## src/shared/l2_hint_params.svh

```systemverilog
/*
  Offsets, field positions, reset values and build choices of the
  level-2 hint and preload port.
  Assumes an 8-bit register address and 32-bit register data.
*/
`ifndef L2_HINT_PARAMS_SVH
`define L2_HINT_PARAMS_SVH

// ==========================================================
// register offsets (byte addresses)
`define OFF_AUX 8'h00
`define OFF_ID 8'h04
`define OFF_ACT 8'h08
`define OFF_FREE 8'h0c
`define OFF_BASE 8'h10
`define OFF_SC 8'h14
`define OFF_TTB 8'h18
`define OFF_CTX 8'h1c
`define OFF_GO 8'h20

// ==========================================================
// fields and reset values
`define AUX_PF_BIT 1
`define AUX_ZL_BIT 3
`define AUX_MASK 32'h0000000a
`define AUX_RST 32'h00000000
`define SC_CNT_LSB 16
`define CTX_NS_BIT 8
`define ID_SIZE_LSB 16
`define ARU_HINT 5
`define AWU_ZERO 7
`define AWU_EARLY 8

// ==========================================================
// build choices
`define FIFO_DEPTH 16
`define MP_BUILD 1'b1

`endif

```

## src/shared/l2_hint_pkg.sv

```systemverilog
/*
  Types shared by the hint port, its preload queue and the queue link.
  Assumes nothing beyond a SystemVerilog compiler.
*/
package l2_hint_pkg;

  typedef logic [11:0] blk_count_t;

  // 100-bit preload queue entry
  typedef struct packed {
    logic [31:0] base;
    logic [15:0] stride;
    blk_count_t count;
    logic valid;
    logic ns;
    logic [29:0] translation_table_base;
    logic [7:0] address_space_tag;
  } ple_entry_t;

  typedef enum logic [1:0] {CH_IDLE, CH_XLAT, CH_ISSUE} chan_state_t;

  function automatic logic tag_match(ple_entry_t e, logic [7:0] tag);
    return e.valid && (e.address_space_tag == tag);
  endfunction

endpackage

```

## src/shared/ple_fifo_if.sv

```systemverilog
/*
  Link between the preload engine and its entry queue.
  Assumes both ends run on the same clock.
*/
`timescale 1ns/1ps
interface ple_fifo_if;
  import l2_hint_pkg::*;
  logic push;
  ple_entry_t push_entry;
  logic pop;
  ple_entry_t head;
  logic nonempty;
  logic flush;
  logic inval;
  logic [7:0] inval_tag;
  logic [4:0] free;
  modport owner (output push, push_entry, pop, flush, inval, inval_tag, input head, nonempty, free);
  modport store (input push, push_entry, pop, flush, inval, inval_tag, output head, nonempty, free);
endinterface

```

## src/rtl/access_attr.sv

```systemverilog
/*
  Protection privilege bit and store-buffer merge permission.
  Assumes the caller supplies the memory type and barrier history.
*/
`timescale 1ns/1ps
module access_attr (
  input wire logic user_mode,
  input wire logic cacheable,
  input wire logic is_write,
  input wire logic unpriv_store,
  input wire logic mem_strong,
  input wire logic mem_device,
  input wire logic barrier_seen,
  output logic priv,
  output logic merge_ok
);
  // ==========================================================
  // privilege
  always_comb begin
    if (!is_write) begin
      priv = !user_mode;
    end else if (cacheable) begin
      priv = 1'b1;
    end else begin
      priv = !user_mode && !unpriv_store;
    end
  end

  // ==========================================================
  // merging
  // ordered memory never merges
  assign merge_ok = !mem_strong && !mem_device && !(unpriv_store && barrier_seen);
endmodule

```

## src/rtl/preload_fifo.sv

```systemverilog
/*
  Preload entry queue held in flip-flops.
  Assumes the owner pops only while nonempty and never pushes when full.
*/
`timescale 1ns/1ps
`include "l2_hint_params.svh"
module preload_fifo
  import l2_hint_pkg::*;
#(
  parameter int DEPTH = `FIFO_DEPTH
) (
  input wire logic clk_sys,
  input wire logic rst_n,
  ple_fifo_if.store fq
);
  localparam int AW = $clog2(DEPTH);
  localparam logic [AW:0] FULL = (AW+1)'(DEPTH);

  typedef struct packed {
    ple_entry_t [DEPTH-1:0] mem;
    logic [AW-1:0] wp;
    logic [AW-1:0] rp;
    logic [AW:0] cnt;
  } fifo_state_t;

  fifo_state_t st;
  fifo_state_t next_st;
  logic do_pop;
  logic do_push;

  assign do_pop = fq.pop && st.cnt != '0;
  assign do_push = fq.push && (st.cnt != FULL || do_pop);
  assign fq.head = st.mem[st.rp];
  assign fq.nonempty = st.cnt != '0;
  assign fq.free = 5'(FULL - st.cnt);

  // ==========================================================
  // next state
  always_comb begin
    next_st = st;
    if (fq.flush) begin
      next_st.cnt = '0;
      next_st.wp = '0;
      next_st.rp = '0;
    end else begin
      if (fq.inval) begin
        for (int i = 0; i < DEPTH; i++) begin
          if (tag_match(st.mem[i], fq.inval_tag)) begin
            next_st.mem[i].valid = 1'b0;
          end
        end
      end
      if (do_pop) begin
        next_st.rp = st.rp + 1'b1;
      end
      if (do_push) begin
        next_st.mem[st.wp] = fq.push_entry;
        next_st.wp = st.wp + 1'b1;
      end
      next_st.cnt = st.cnt + (AW+1)'(do_push) - (AW+1)'(do_pop);
    end
  end

  always_ff @(posedge clk_sys) begin
    if (!rst_n) begin
      st <= '0;
    end else begin
      st <= next_st;
    end
  end
endmodule

```

## src/rtl/l2_hint_and_preload_port.sv

```systemverilog
/*
  Level-2 port front end: hint marking, early response and zero-line user
  bits, protection attributes and the preload engine with its queue.
  Assumes a register master, an address translator for preload lines and
  a level-2 slave that handles hint reads without returning data.
*/
`timescale 1ns/1ps
`include "l2_hint_params.svh"

module l2_hint_and_preload_port
  import l2_hint_pkg::*;
#(
  parameter int DEPTH = `FIFO_DEPTH,
  parameter bit MULTI_CORE = `MP_BUILD
) (
  input wire logic clk_sys,
  input wire logic rst_n,
  input wire logic [7:0] reg_addr,
  input wire logic [31:0] reg_wdata,
  input wire logic reg_wr,
  input wire logic reg_rd,
  output logic [31:0] reg_rdata,
  input wire logic user_mode,
  input wire logic nonsecure_flag,
  input wire logic core_ar_valid,
  output logic core_ar_ready,
  input wire logic [31:0] core_ar_addr,
  input wire logic [3:0] core_ar_attr,
  input wire logic core_ar_shared,
  input wire logic core_ar_cacheable,
  input wire logic core_aw_valid,
  output logic core_aw_ready,
  input wire logic [31:0] core_aw_addr,
  input wire logic [3:0] core_aw_attr,
  input wire logic core_aw_shared,
  input wire logic core_aw_cacheable,
  input wire logic core_aw_zero_line,
  input wire logic core_aw_unpriv_store,
  input wire logic sb_mem_strong,
  input wire logic sb_mem_device,
  input wire logic sb_unpriv_store,
  output logic sb_merge_ok,
  input wire logic data_sync_barrier,
  input wire logic mmu_cfg_write,
  input wire logic tlb_inval_tag,
  input wire logic tlb_inval_all,
  input wire logic [7:0] tlb_tag,
  output logic xlat_req,
  output logic [31:0] xlat_va,
  output logic [29:0] xlat_ttb,
  output logic [7:0] xlat_tag,
  output logic xlat_nonsecure,
  input wire logic xlat_done,
  input wire logic xlat_abort,
  input wire logic [31:0] xlat_pa,
  output logic arvalid,
  input wire logic arready,
  output logic [31:0] araddr,
  output logic [6:0] aruser,
  output logic [2:0] arprot,
  output logic awvalid,
  input wire logic awready,
  output logic [31:0] awaddr,
  output logic [8:0] awuser,
  output logic [2:0] awprot,
  input wire logic bvalid,
  output logic bready
);
  localparam logic [4:0] DEPTH5 = 5'(DEPTH);
  localparam logic [6:0] HINT_USER = 7'h01 << `ARU_HINT;

  typedef struct packed {
    logic [31:0] aux;
    logic [31:0] prog_base;
    logic [31:0] prog_sc;
    logic [29:0] prog_ttb;
    logic [8:0] prog_ctx;
    logic [31:0] rdata;
    chan_state_t ch;
    ple_entry_t cur;
    logic [31:0] hint_addr;
    logic arv;
    logic [31:0] araddr;
    logic [6:0] aruser;
    logic [2:0] arprot;
    logic awv;
    logic [31:0] awaddr;
    logic [8:0] awuser;
    logic [2:0] awprot;
    logic [31:0] pf_last;
    logic [31:0] pf_stride;
    logic pf_pend;
    logic [31:0] pf_addr;
    logic dsb_seen;
  } port_state_t;

  port_state_t st;
  port_state_t next_st;
  ple_fifo_if fq ();
  logic ar_free;
  logic aw_free;
  logic ple_take;
  logic auto_on;
  logic auto_take;
  logic flush_all;
  logic chan_hit;
  logic rd_step;
  logic [31:0] rd_delta;
  logic rd_priv;
  logic wr_priv;

  // one line per block; stride may cross pages freely
  function automatic ple_entry_t next_block(ple_entry_t e);
    ple_entry_t r;
    r = e;
    r.base = e.base + 32'(e.stride);
    r.count = e.count - blk_count_t'(1);
    return r;
  endfunction

  function automatic chan_state_t after_block(ple_entry_t e);
    return (e.count == blk_count_t'(1)) ? CH_IDLE : CH_XLAT;
  endfunction

  // ==========================================================
  // submodules
  preload_fifo #(.DEPTH(DEPTH)) u_fifo (
    .clk_sys(clk_sys),
    .rst_n(rst_n),
    .fq(fq.store)
  );

  access_attr u_rd_attr (
    .user_mode(user_mode),
    .cacheable(core_ar_cacheable),
    .is_write(1'b0),
    .unpriv_store(1'b0),
    .mem_strong(1'b0),
    .mem_device(1'b0),
    .barrier_seen(1'b0),
    .priv(rd_priv),
    .merge_ok()
  );

  access_attr u_wr_attr (
    .user_mode(user_mode),
    .cacheable(core_aw_cacheable),
    .is_write(1'b1),
    .unpriv_store(core_aw_unpriv_store),
    .mem_strong(1'b0),
    .mem_device(1'b0),
    .barrier_seen(1'b0),
    .priv(wr_priv),
    .merge_ok()
  );

  access_attr u_sb_attr (
    .user_mode(user_mode),
    .cacheable(1'b0),
    .is_write(1'b1),
    .unpriv_store(sb_unpriv_store),
    .mem_strong(sb_mem_strong),
    .mem_device(sb_mem_device),
    .barrier_seen(st.dsb_seen),
    .priv(),
    .merge_ok(sb_merge_ok)
  );

  // ==========================================================
  // handshakes and queue control
  assign ar_free = !st.arv || arready;
  assign aw_free = !st.awv || awready;
  assign core_ar_ready = ar_free;
  assign core_aw_ready = aw_free;
  // core reads first; hints only fill idle slots
  assign ple_take = ar_free && !core_ar_valid && st.ch == CH_ISSUE;
  assign auto_on = MULTI_CORE && st.aux[`AUX_PF_BIT];
  assign auto_take = ar_free && !core_ar_valid && !ple_take && st.pf_pend && auto_on;
  assign flush_all = mmu_cfg_write || tlb_inval_all;
  assign chan_hit = tlb_inval_tag && tag_match(st.cur, tlb_tag);
  assign rd_step = core_ar_valid && ar_free;
  assign rd_delta = core_ar_addr - st.pf_last;

  assign fq.flush = flush_all;
  assign fq.inval = tlb_inval_tag;
  assign fq.inval_tag = tlb_tag;
  assign fq.push = reg_wr && reg_addr == `OFF_GO && fq.free != 5'h00;
  assign fq.push_entry = '{base: st.prog_base, stride: st.prog_sc[15:0],
                           count: st.prog_sc[`SC_CNT_LSB +: $bits(blk_count_t)], valid: 1'b1,
                           ns: st.prog_ctx[`CTX_NS_BIT], translation_table_base: st.prog_ttb, address_space_tag: st.prog_ctx[7:0]};
  assign fq.pop = st.ch == CH_IDLE && fq.nonempty && !flush_all;

  // ==========================================================
  // outputs
  assign reg_rdata = st.rdata;
  assign xlat_req = st.ch == CH_XLAT;
  assign xlat_va = st.cur.base;
  assign xlat_ttb = st.cur.translation_table_base;
  assign xlat_tag = st.cur.address_space_tag;
  assign xlat_nonsecure = st.cur.ns;
  assign arvalid = st.arv;
  assign araddr = st.araddr;
  assign aruser = st.aruser;
  assign arprot = st.arprot;
  assign awvalid = st.awv;
  assign awaddr = st.awaddr;
  assign awuser = st.awuser;
  assign awprot = st.awprot;
  // responses may precede data, so always take them
  assign bready = 1'b1;

  // ==========================================================
  // next state
  always_comb begin
    next_st = st;
    next_st.rdata = '0;
    if (reg_wr) begin
      case (reg_addr)
        `OFF_AUX: next_st.aux = reg_wdata & `AUX_MASK;
        `OFF_BASE: next_st.prog_base = reg_wdata;
        `OFF_SC: next_st.prog_sc = reg_wdata;
        `OFF_TTB: next_st.prog_ttb = reg_wdata[29:0];
        `OFF_CTX: next_st.prog_ctx = reg_wdata[8:0];
        default: ;
      endcase
    end
    if (reg_rd) begin
      case (reg_addr)
        `OFF_AUX: next_st.rdata = st.aux;
        `OFF_ID: next_st.rdata = 32'(DEPTH5) << `ID_SIZE_LSB | 32'h1;
        `OFF_ACT: next_st.rdata = {31'h0, st.ch != CH_IDLE};
        `OFF_FREE: next_st.rdata = {27'h0, fq.free};
        `OFF_BASE: next_st.rdata = st.prog_base;
        `OFF_SC: next_st.rdata = st.prog_sc;
        `OFF_TTB: next_st.rdata = {2'h0, st.prog_ttb};
        `OFF_CTX: next_st.rdata = {23'h0, st.prog_ctx};
        default: next_st.rdata = '0;
      endcase
    end

    // preload channel
    case (st.ch)
      CH_IDLE: begin
        if (fq.pop && fq.head.valid && fq.head.count != '0 && !(tlb_inval_tag && tag_match(fq.head, tlb_tag))) begin
          next_st.cur = fq.head;
          next_st.ch = CH_XLAT;
        end
      end
      CH_XLAT: begin
        if (xlat_done && xlat_abort) begin
          next_st.cur = next_block(st.cur);
          next_st.ch = after_block(st.cur);
        end else if (xlat_done) begin
          next_st.hint_addr = xlat_pa;
          next_st.ch = CH_ISSUE;
        end
      end
      CH_ISSUE: begin
        if (ple_take) begin
          next_st.cur = next_block(st.cur);
          next_st.ch = after_block(st.cur);
        end
      end
      default: next_st.ch = CH_IDLE;
    endcase
    if (flush_all || chan_hit) begin
      next_st.ch = CH_IDLE;
    end

    // read address stage; hints carry no burst, no data comes back
    if (arready) begin
      next_st.arv = 1'b0;
    end
    if (rd_step) begin
      next_st.arv = 1'b1;
      next_st.araddr = core_ar_addr;
      next_st.aruser = {2'b00, core_ar_attr, core_ar_shared};
      next_st.arprot = {1'b0, nonsecure_flag, rd_priv};
    end else if (ple_take) begin
      next_st.arv = 1'b1;
      next_st.araddr = st.hint_addr;
      next_st.aruser = HINT_USER;
      next_st.arprot = {1'b0, st.cur.ns, 1'b1};
    end else if (auto_take) begin
      next_st.arv = 1'b1;
      next_st.araddr = st.pf_addr;
      next_st.aruser = HINT_USER;
      next_st.arprot = {1'b0, nonsecure_flag, 1'b1};
      next_st.pf_pend = 1'b0;
    end

    // stride detector on coherent reads
    if (!auto_on) begin
      next_st.pf_pend = 1'b0;
    end else if (rd_step && core_ar_shared) begin
      next_st.pf_last = core_ar_addr;
      next_st.pf_stride = rd_delta;
      if (rd_delta == st.pf_stride && rd_delta != '0) begin
        next_st.pf_pend = 1'b1;
        next_st.pf_addr = core_ar_addr + rd_delta;
      end
    end

    // write address stage
    if (awready) begin
      next_st.awv = 1'b0;
    end
    if (core_aw_valid && aw_free) begin
      next_st.awv = 1'b1;
      next_st.awaddr = core_aw_addr;
      next_st.awuser = {1'b1, core_aw_zero_line && st.aux[`AUX_ZL_BIT], 2'b00,
                        core_aw_attr, core_aw_shared};
      next_st.awprot = {1'b0, nonsecure_flag, wr_priv};
    end

    // sticky: a later barrier never re-enables merging
    if (data_sync_barrier) begin
      next_st.dsb_seen = 1'b1;
    end
  end

  always_ff @(posedge clk_sys) begin
    if (!rst_n) begin
      st <= '0;
      st.aux <= `AUX_RST;
      st.ch <= CH_IDLE;
    end else begin
      st <= next_st;
    end
  end
endmodule

```

## config.mk

```make
export PLATFORM = sky130hd
export DESIGN_NAME = l2_hint_and_preload_port
export DESIGN_NICKNAME = d
export VERILOG_FILES = /design/src/shared/l2_hint_pkg.sv /design/src/shared/ple_fifo_if.sv /design/src/rtl/access_attr.sv /design/src/rtl/preload_fifo.sv /design/src/rtl/l2_hint_and_preload_port.sv
export VERILOG_INCLUDE_DIRS = /design/src /design/src/shared
export SDC_FILE = /design/constraint.sdc
export NUM_CORES = 2
export LEC_CHECK = 0
export BUFFER_PORTS_ARGS = -buffer_cell sky130_fd_sc_hd__buf_2
export CAP_MARGIN = 20
export CORE_ASPECT_RATIO = 0.9
export CORE_MARGIN = 10
export CORE_UTILIZATION = 56
export CTS_CLUSTER_SIZE = 40
export DETAILED_ROUTE_END_ITERATION = 6
export HOLD_SLACK_MARGIN = 0.02
export PLACE_DENSITY = 0.76
export SLEW_MARGIN = 20
export SYNTH_ARGS = -nofsm -noshare
export SYNTH_HDL_FRONTEND = slang
export SYNTH_SLANG_ARGS = --single-unit
```

## constraint.sdc

```tcl
create_clock -name clk_sys -period 5.1 [get_ports clk_sys]
set_input_delay 1.02 -clock clk_sys [delete_from_list [all_inputs] [get_ports clk_sys]]
set_output_delay 1.02 -clock clk_sys [all_outputs]
set_load 0.05 [all_outputs]
```

## Word level (Yosys, flattened, before mapping)

Cells that the tools add are included.

- Add/subtract/negate cells: 9
- Order comparisons: 3
- Eq/ne operators: 35
- Muxes and demuxes: 75
- Bitwise gates (word level): 5
- Reduce and logical (&&, ||, !) cells: 90

Operators by type and width:

| kind | count |
|---|---|
| 1600-bit bitwise mux | 1 |
| 1544-bit two-way mux | 1 |
| 100-bit binary-select mux with 4-bit select | 1 |
| 100-bit demux with 4-bit select | 1 |
| 100-bit two-way mux | 3 |
| 100-bit case mux with 3 select lines | 1 |
| 32-bit case mux with 8 select lines | 1 |
| 102-bit two-way mux | 2 |
| 8-bit equality test | 18 |
| 43-bit two-way mux | 3 |
| 33-bit two-way mux | 2 |
| 1-bit two-way mux | 55 |
| 1-bit logical AND | 45 |
| 45-bit two-way mux | 1 |
| 32-bit by 16-bit adder with 32-bit output | 1 |
| 32-bit adder | 1 |
| 32-bit equality test | 1 |
| 8-bit by 5-bit equality test with 1-bit output (second input constant) | 4 |
| 32-bit nonzero test | 1 |
| 32-bit subtractor | 1 |
| 2-bit AND reduction | 9 |
| 8-bit by 4-bit equality test with 1-bit output (second input constant) | 2 |
| 12-bit by 1-bit equality test with 1-bit output (second input constant) | 1 |
| 12-bit nonzero test | 1 |
| 29 further kinds | 60 |

- Register bits: 2065
- Output and inout bits: 196

## Logic depth before layout (Yosys ltp)

- Word-level depth: 13
- Gate-level depth with buffers: 22
- Gate-level depth less buffers: 22

## Hierarchy

Synthesis repeated with hierarchy kept, for this count alone.

- Cells, all modules: 11212
- Area total of the unflattened synthesis: 97911.4 µm²

By module, submodules not included:

| module | instances | cells an instance | area an instance (µm²) |
|---|---|---|---|
| preload_fifo | 1 | 8084 | 73535.5 |
| l2_hint_and_preload_port | 1 | 3119 | 24315.8 |
| access_attr | 3 | 3 | 20.0 |

## Worst setup path after synthesis

Ideal clock, no wire load.

- Path type: in2reg
- Start point: input port core_ar_addr[0]
- End point: register st[31] (netlist name)
- Setup time: 116 ps
- Arrival time: 5149 ps
- Data required time: 4984 ps
- Path slack: -165 ps
- Stages: 22
- Buffers on the path: 0
- Cells stage by stage: inv_1 > ha_1 > inv_1 > fa_1 > a211oi_1 > nor3_1 > or3_4 > o31a_1 > xnor2_1 > inv_1 > ha_1 > a21oi_1 > nand2_1 > a221oi_1 > o31a_1 > o21ai_0 > a31oi_1 > a21oi_1 > a21o_1 > a21oi_1 > xnor2_1 > a31o_2

- Longest elaborated chain between the ends: 4
- Elaborated cells between the ends (all ways): 6
- Classes of those cells: add/sub (2); eq/ne (1); reduce/logical (3)

RTL lines:

| what | line | RTL |
|---|---|---|
| from (decl) | l2_hint_and_preload_port.sv:27 | `input wire logic [31:0] core_ar_addr,` |
| 32-bit subtractor (*) | l2_hint_and_preload_port.sv:182 | `assign rd_delta = core_ar_addr - st.pf_last;` |
| net rd_delta[16] | l2_hint_and_preload_port.sv:108 | `logic [31:0] rd_delta;` |
| parallel branches: the longest is 3 deep, another holds 32-bit adder | - |  |
| to (signal assigned) | l2_hint_and_preload_port.sv:328 | `st <= next_st;` |
| to (decl) | l2_hint_and_preload_port.sv:97 | `port_state_t st;` |

Mark *: on every way through the listed nets, which the timed path passes.
A chain may end at the register's enable or synchronous reset.

## Worst setup path after layout

- Start point: register st[66] (netlist name)
- End point: register st[31] (netlist name)

- Longest elaborated chain between the ends: 4
- Elaborated cells between the ends (all ways): 6
- Classes of those cells: add/sub (2); eq/ne (1); reduce/logical (3)

RTL lines:

| what | line |
|---|---|
| 32-bit subtractor (*) | l2_hint_and_preload_port.sv:182 |
| net rd_delta[16] | l2_hint_and_preload_port.sv:108 |
| parallel branches: the longest is 3 deep, another holds 32-bit adder | - |

Marked as above.

==> results.json <==
{
  "fmax_mhz": 202,
  "cts_buffers": 198,
  "fin_cells": 13400,
  "crit_family": "compound AO/OA/AOI/OAI gates",
  "grt_pass1_wl_mm": 497,
  "final_area_um2": 104000,
  "hold_depth": 3,
  "path_clk_slew_ps": 60,
  "slowest_delay_ps": 410,
  "vdd_ir_drop_max_uv": 416,
  "nets": 11200,
  "worst-path-stages": 21,
  "ant_nets": 0,
  "critPathBufInv": 2,
  "ys_warn_count": 0,
  "hpwl_mm": 203,
  "switching_share": 0.233,
  "fin_setup_tns_ps": 0,
  "status": "complete, but fails checks",
  "avgRoutedWirePerCell_um": 25.1,
  "die_h_um": 408,
  "die_w_um": 451,
  "finalCriticalPeriod_ps": 4960,
  "grt_max_degree": 174,
  "finalClockSkew_ps": 55.7,
  "power_density_nw_per_um2": 322,
  "period_share": 0.972,
  "track_usage": 0.345,
  "synth.top_cell.area_share": 0.442,
  "cp-end-kind": "flip-flop",
  "worst_setup_path_start_kind": "flip-flop",
  "area.growth.synth_to_final_pct": 11.2,
  "p_leak_nw": 35.3,
  "switching_power_w": 0.00781,
  "core-area_um2": 166000,
  "start_util": 0.563,
  "drtIter0Drc": 11200,
  "first_pass_iters": 7,
  "required_ps": 5830,
  "pre_cts_ws_ps": -605,
  "r2r_cells": 21,
  "crit_chain": "ha_1, inv_1, fa_2, a211oi_2, nor3_2, or3_4, o31a_1, xnor2_2, inv_1, ha_4, a21oi_1, nand2_1, a221oi_1, o31a_1, o21ai_0, a31oi_1, a21oi_1, a21o_1, a21oi_1, xnor2_1, a31o_2",
  "synth_cell_type_count": 85,
  "finalMaxSlewViolations": 0,
  "synth_seq_cells": 2065,
  "yosysTopAreaCell": "dfxtp_1",
  "boundaryPins": 374,
  "clk_latency_ps": 860,
  "combPwrFrac": 0.054,
  "grt_pass1_vias": 81300,
  "max-clock-path-buffers": 3,
  "slew_headroom": 0.207,
  "holdCritPathClass": "in -> reg",
  "fin_ws_ps": 142,
  "seq_area_frac_synth": 0.442,
  "setup_viol": 0,
  "yosysMostFrequentCell": "nand2_1",
  "num_vias": 84800,
  "drc_errors": 10,
  "synthFlopType": "dfxtp_1",
  "antenna_found_initial": 19,
  "cts_hold_buf": 0,
  "worst_pin_slew_ps": 1190,
  "power_w": 0.0335,
  "violations": "DRC",
  "synth_edf_count": 0,
  "p_int_w": 0.0257,
  "place_area_um2": 97200,
  "cts_num_sinks": 2065,
  "crit_type": "reg -> reg",
  "pwr-share-seq": 0.483,
  "via_per_inst": 6.34,
  "cts_tree": "done",
  "synth.area.top_cells": "dfxtp_1, nand2_1, mux4_2",
  "rsz0062_at_grt": "false",
  "syn_inst": 11200,
  "cp_common_cell": "a21oi_1",
  "rows": 142,
  "maxCapViolCount": 0,
  "drive_gt1_frac": 0.153,
  "async_flop_share": 0,
  "dieArea_um2": 184000,
  "finalHoldViolations": 0,
  "htreeDepth": 4,
  "dp.cells": 13000,
  "netlist_area_um2": 93600,
  "overflow": 0,
  "synthTopCellsByCount": "nand2_1, dfxtp_1, a21oi_1, clkbuf_1, mux4_2",
  "cp_max_fo": 4,
  "wl_mm": 335,
  "cpMaxStageDelayCell": "or3_4",
  "io_buffers": 365,
  "postSynthAreaPerCell_um2": 8.36,
  "place_congestion": 0.952,
  "critPathArrivalTime_ps": 5690,
  "root_buffer": "clkbuf_16",
  "p_clk_frac": 0.463
}
[layout make-up]
class,instances,area (um^2)
Antenna cell,17,42.5
Clock buffer,288,5880
Clock inverter,76,978
Fill cell,13600,62200
Inverter,88,338
Multi-Input combinational cell,7808,46800
Sequential cell,2065,41400
Tap cell,2232,2790
Timing Repair Buffer,787,5880
[sequential cells by signal, summed over array words and instances, names as in the netlist]
| register | count |
|---|---|
| u_fifo.st | 1613 |
| st | 166 |
| fq.push_entry | 99 |
| araddr | 32 |
| awaddr | 32 |
| reg_rdata | 32 |
| xlat_va | 32 |
| xlat_ttb | 30 |
| xlat_tag | 8 |
| awuser | 7 |
| aruser | 6 |
| arprot | 2 |
| awprot | 2 |
| arvalid | 1 |
| auto_on | 1 |
| awvalid | 1 |
| xlat_nonsecure | 1 |
[per-layer routing]
layer  share of wire  track usage  vias up
met3            0.13       0.0895     1463
met2            0.44        0.534     5934
met1            0.36        0.433    40200
met5         0.00021      0.00130        -
li1                -            -    37100
met4           0.072        0.210        8
[power groups by stage]
stage | combinational [W] | clock [W] | sequential (W)
2_1_floorplan | 0.00110 | 0 | 0.0165
3_3_place_gp | 0.00174 | 0 | 0.0165
3_5_place_dp | 0.00176 | 0 | 0.0165
4_1_cts | 0.00177 | 0.0155 | 0.0162
5_1_grt | 0.00192 | 0.0162 | 0.0162
6_report | 0.00180 | 0.0155 | 0.0162
[stage by stage]
stage           util  hold slack (ps)
2_1_floorplan      -              426
3_3_place_gp   0.584              434
3_5_place_dp   0.584              440
4_1_cts        0.626              357
5_1_grt        0.626              395
6_report       0.626              389
[worst reg2reg max path, stage by stage (launching register included)]
cell      delay (ps)
dfxtp_1          360
ha_1             190
inv_1             60
fa_2             350
a211oi_2         340
nor3_2           140
or3_4            410
o31a_1           340
xnor2_2          150
inv_1            160
ha_4             240
a21oi_1          170
nand2_1           70
a221oi_1         320
o31a_1           250
o21ai_0          160
a31oi_1          350
a21oi_1          160
a21o_1           180
a21oi_1          170
xnor2_1           90
a31o_2           230
[cells by family after synthesis]
family,share of synthesized area
muxes,0.130
and+or+nand+nor,0.186
DFF,0.442
other,0.0000803
buffers and inverters,0.0618
adders and majority gates,0.0148
xor gates and xnor gates,0.0247
AOI/OAI and AO/OA,0.140
[layout by cell type, fill, tap and decap left out, drive strengths merged, types with 58 or more instances in the layout]
cell type / netlist / final
nand3: 81 / 81
a222oi: 58 / 58
nand2: 3816 / 3816
a21oi: 1998 / 1998
clkbuf: 939 / 289
ha: 104 / 104
o21ai: 104 / 104
mux2i: 105 / 105
xor2: 126 / 126
inv: 88 / 95
xnor2: 104 / 104
nor2: 257 / 257
mux4: 488 / 488
dfxtp: 2065 / 2065
buf: 295 / 786
[path summary, 6_finish.rpt]
path / start / endpoint / slack, ps
setup / recovery: st[66] / st[31] / 140
hold reg to reg: u_fifo.st[1440] / u_fifo.st[1440] / 450
hold / removal: data_sync_barrier / st[0] / 390
setup reg to reg: st[66] / st[31] / 140
[timing repair]
action / 4_1_cts / 5_1_grt
endpoints found under the setup margin: 0 / 26
resized for setup: 0 / 2
setup buffers: 0 / 0
Note: power is estimated with default switching activity, not from simulation.
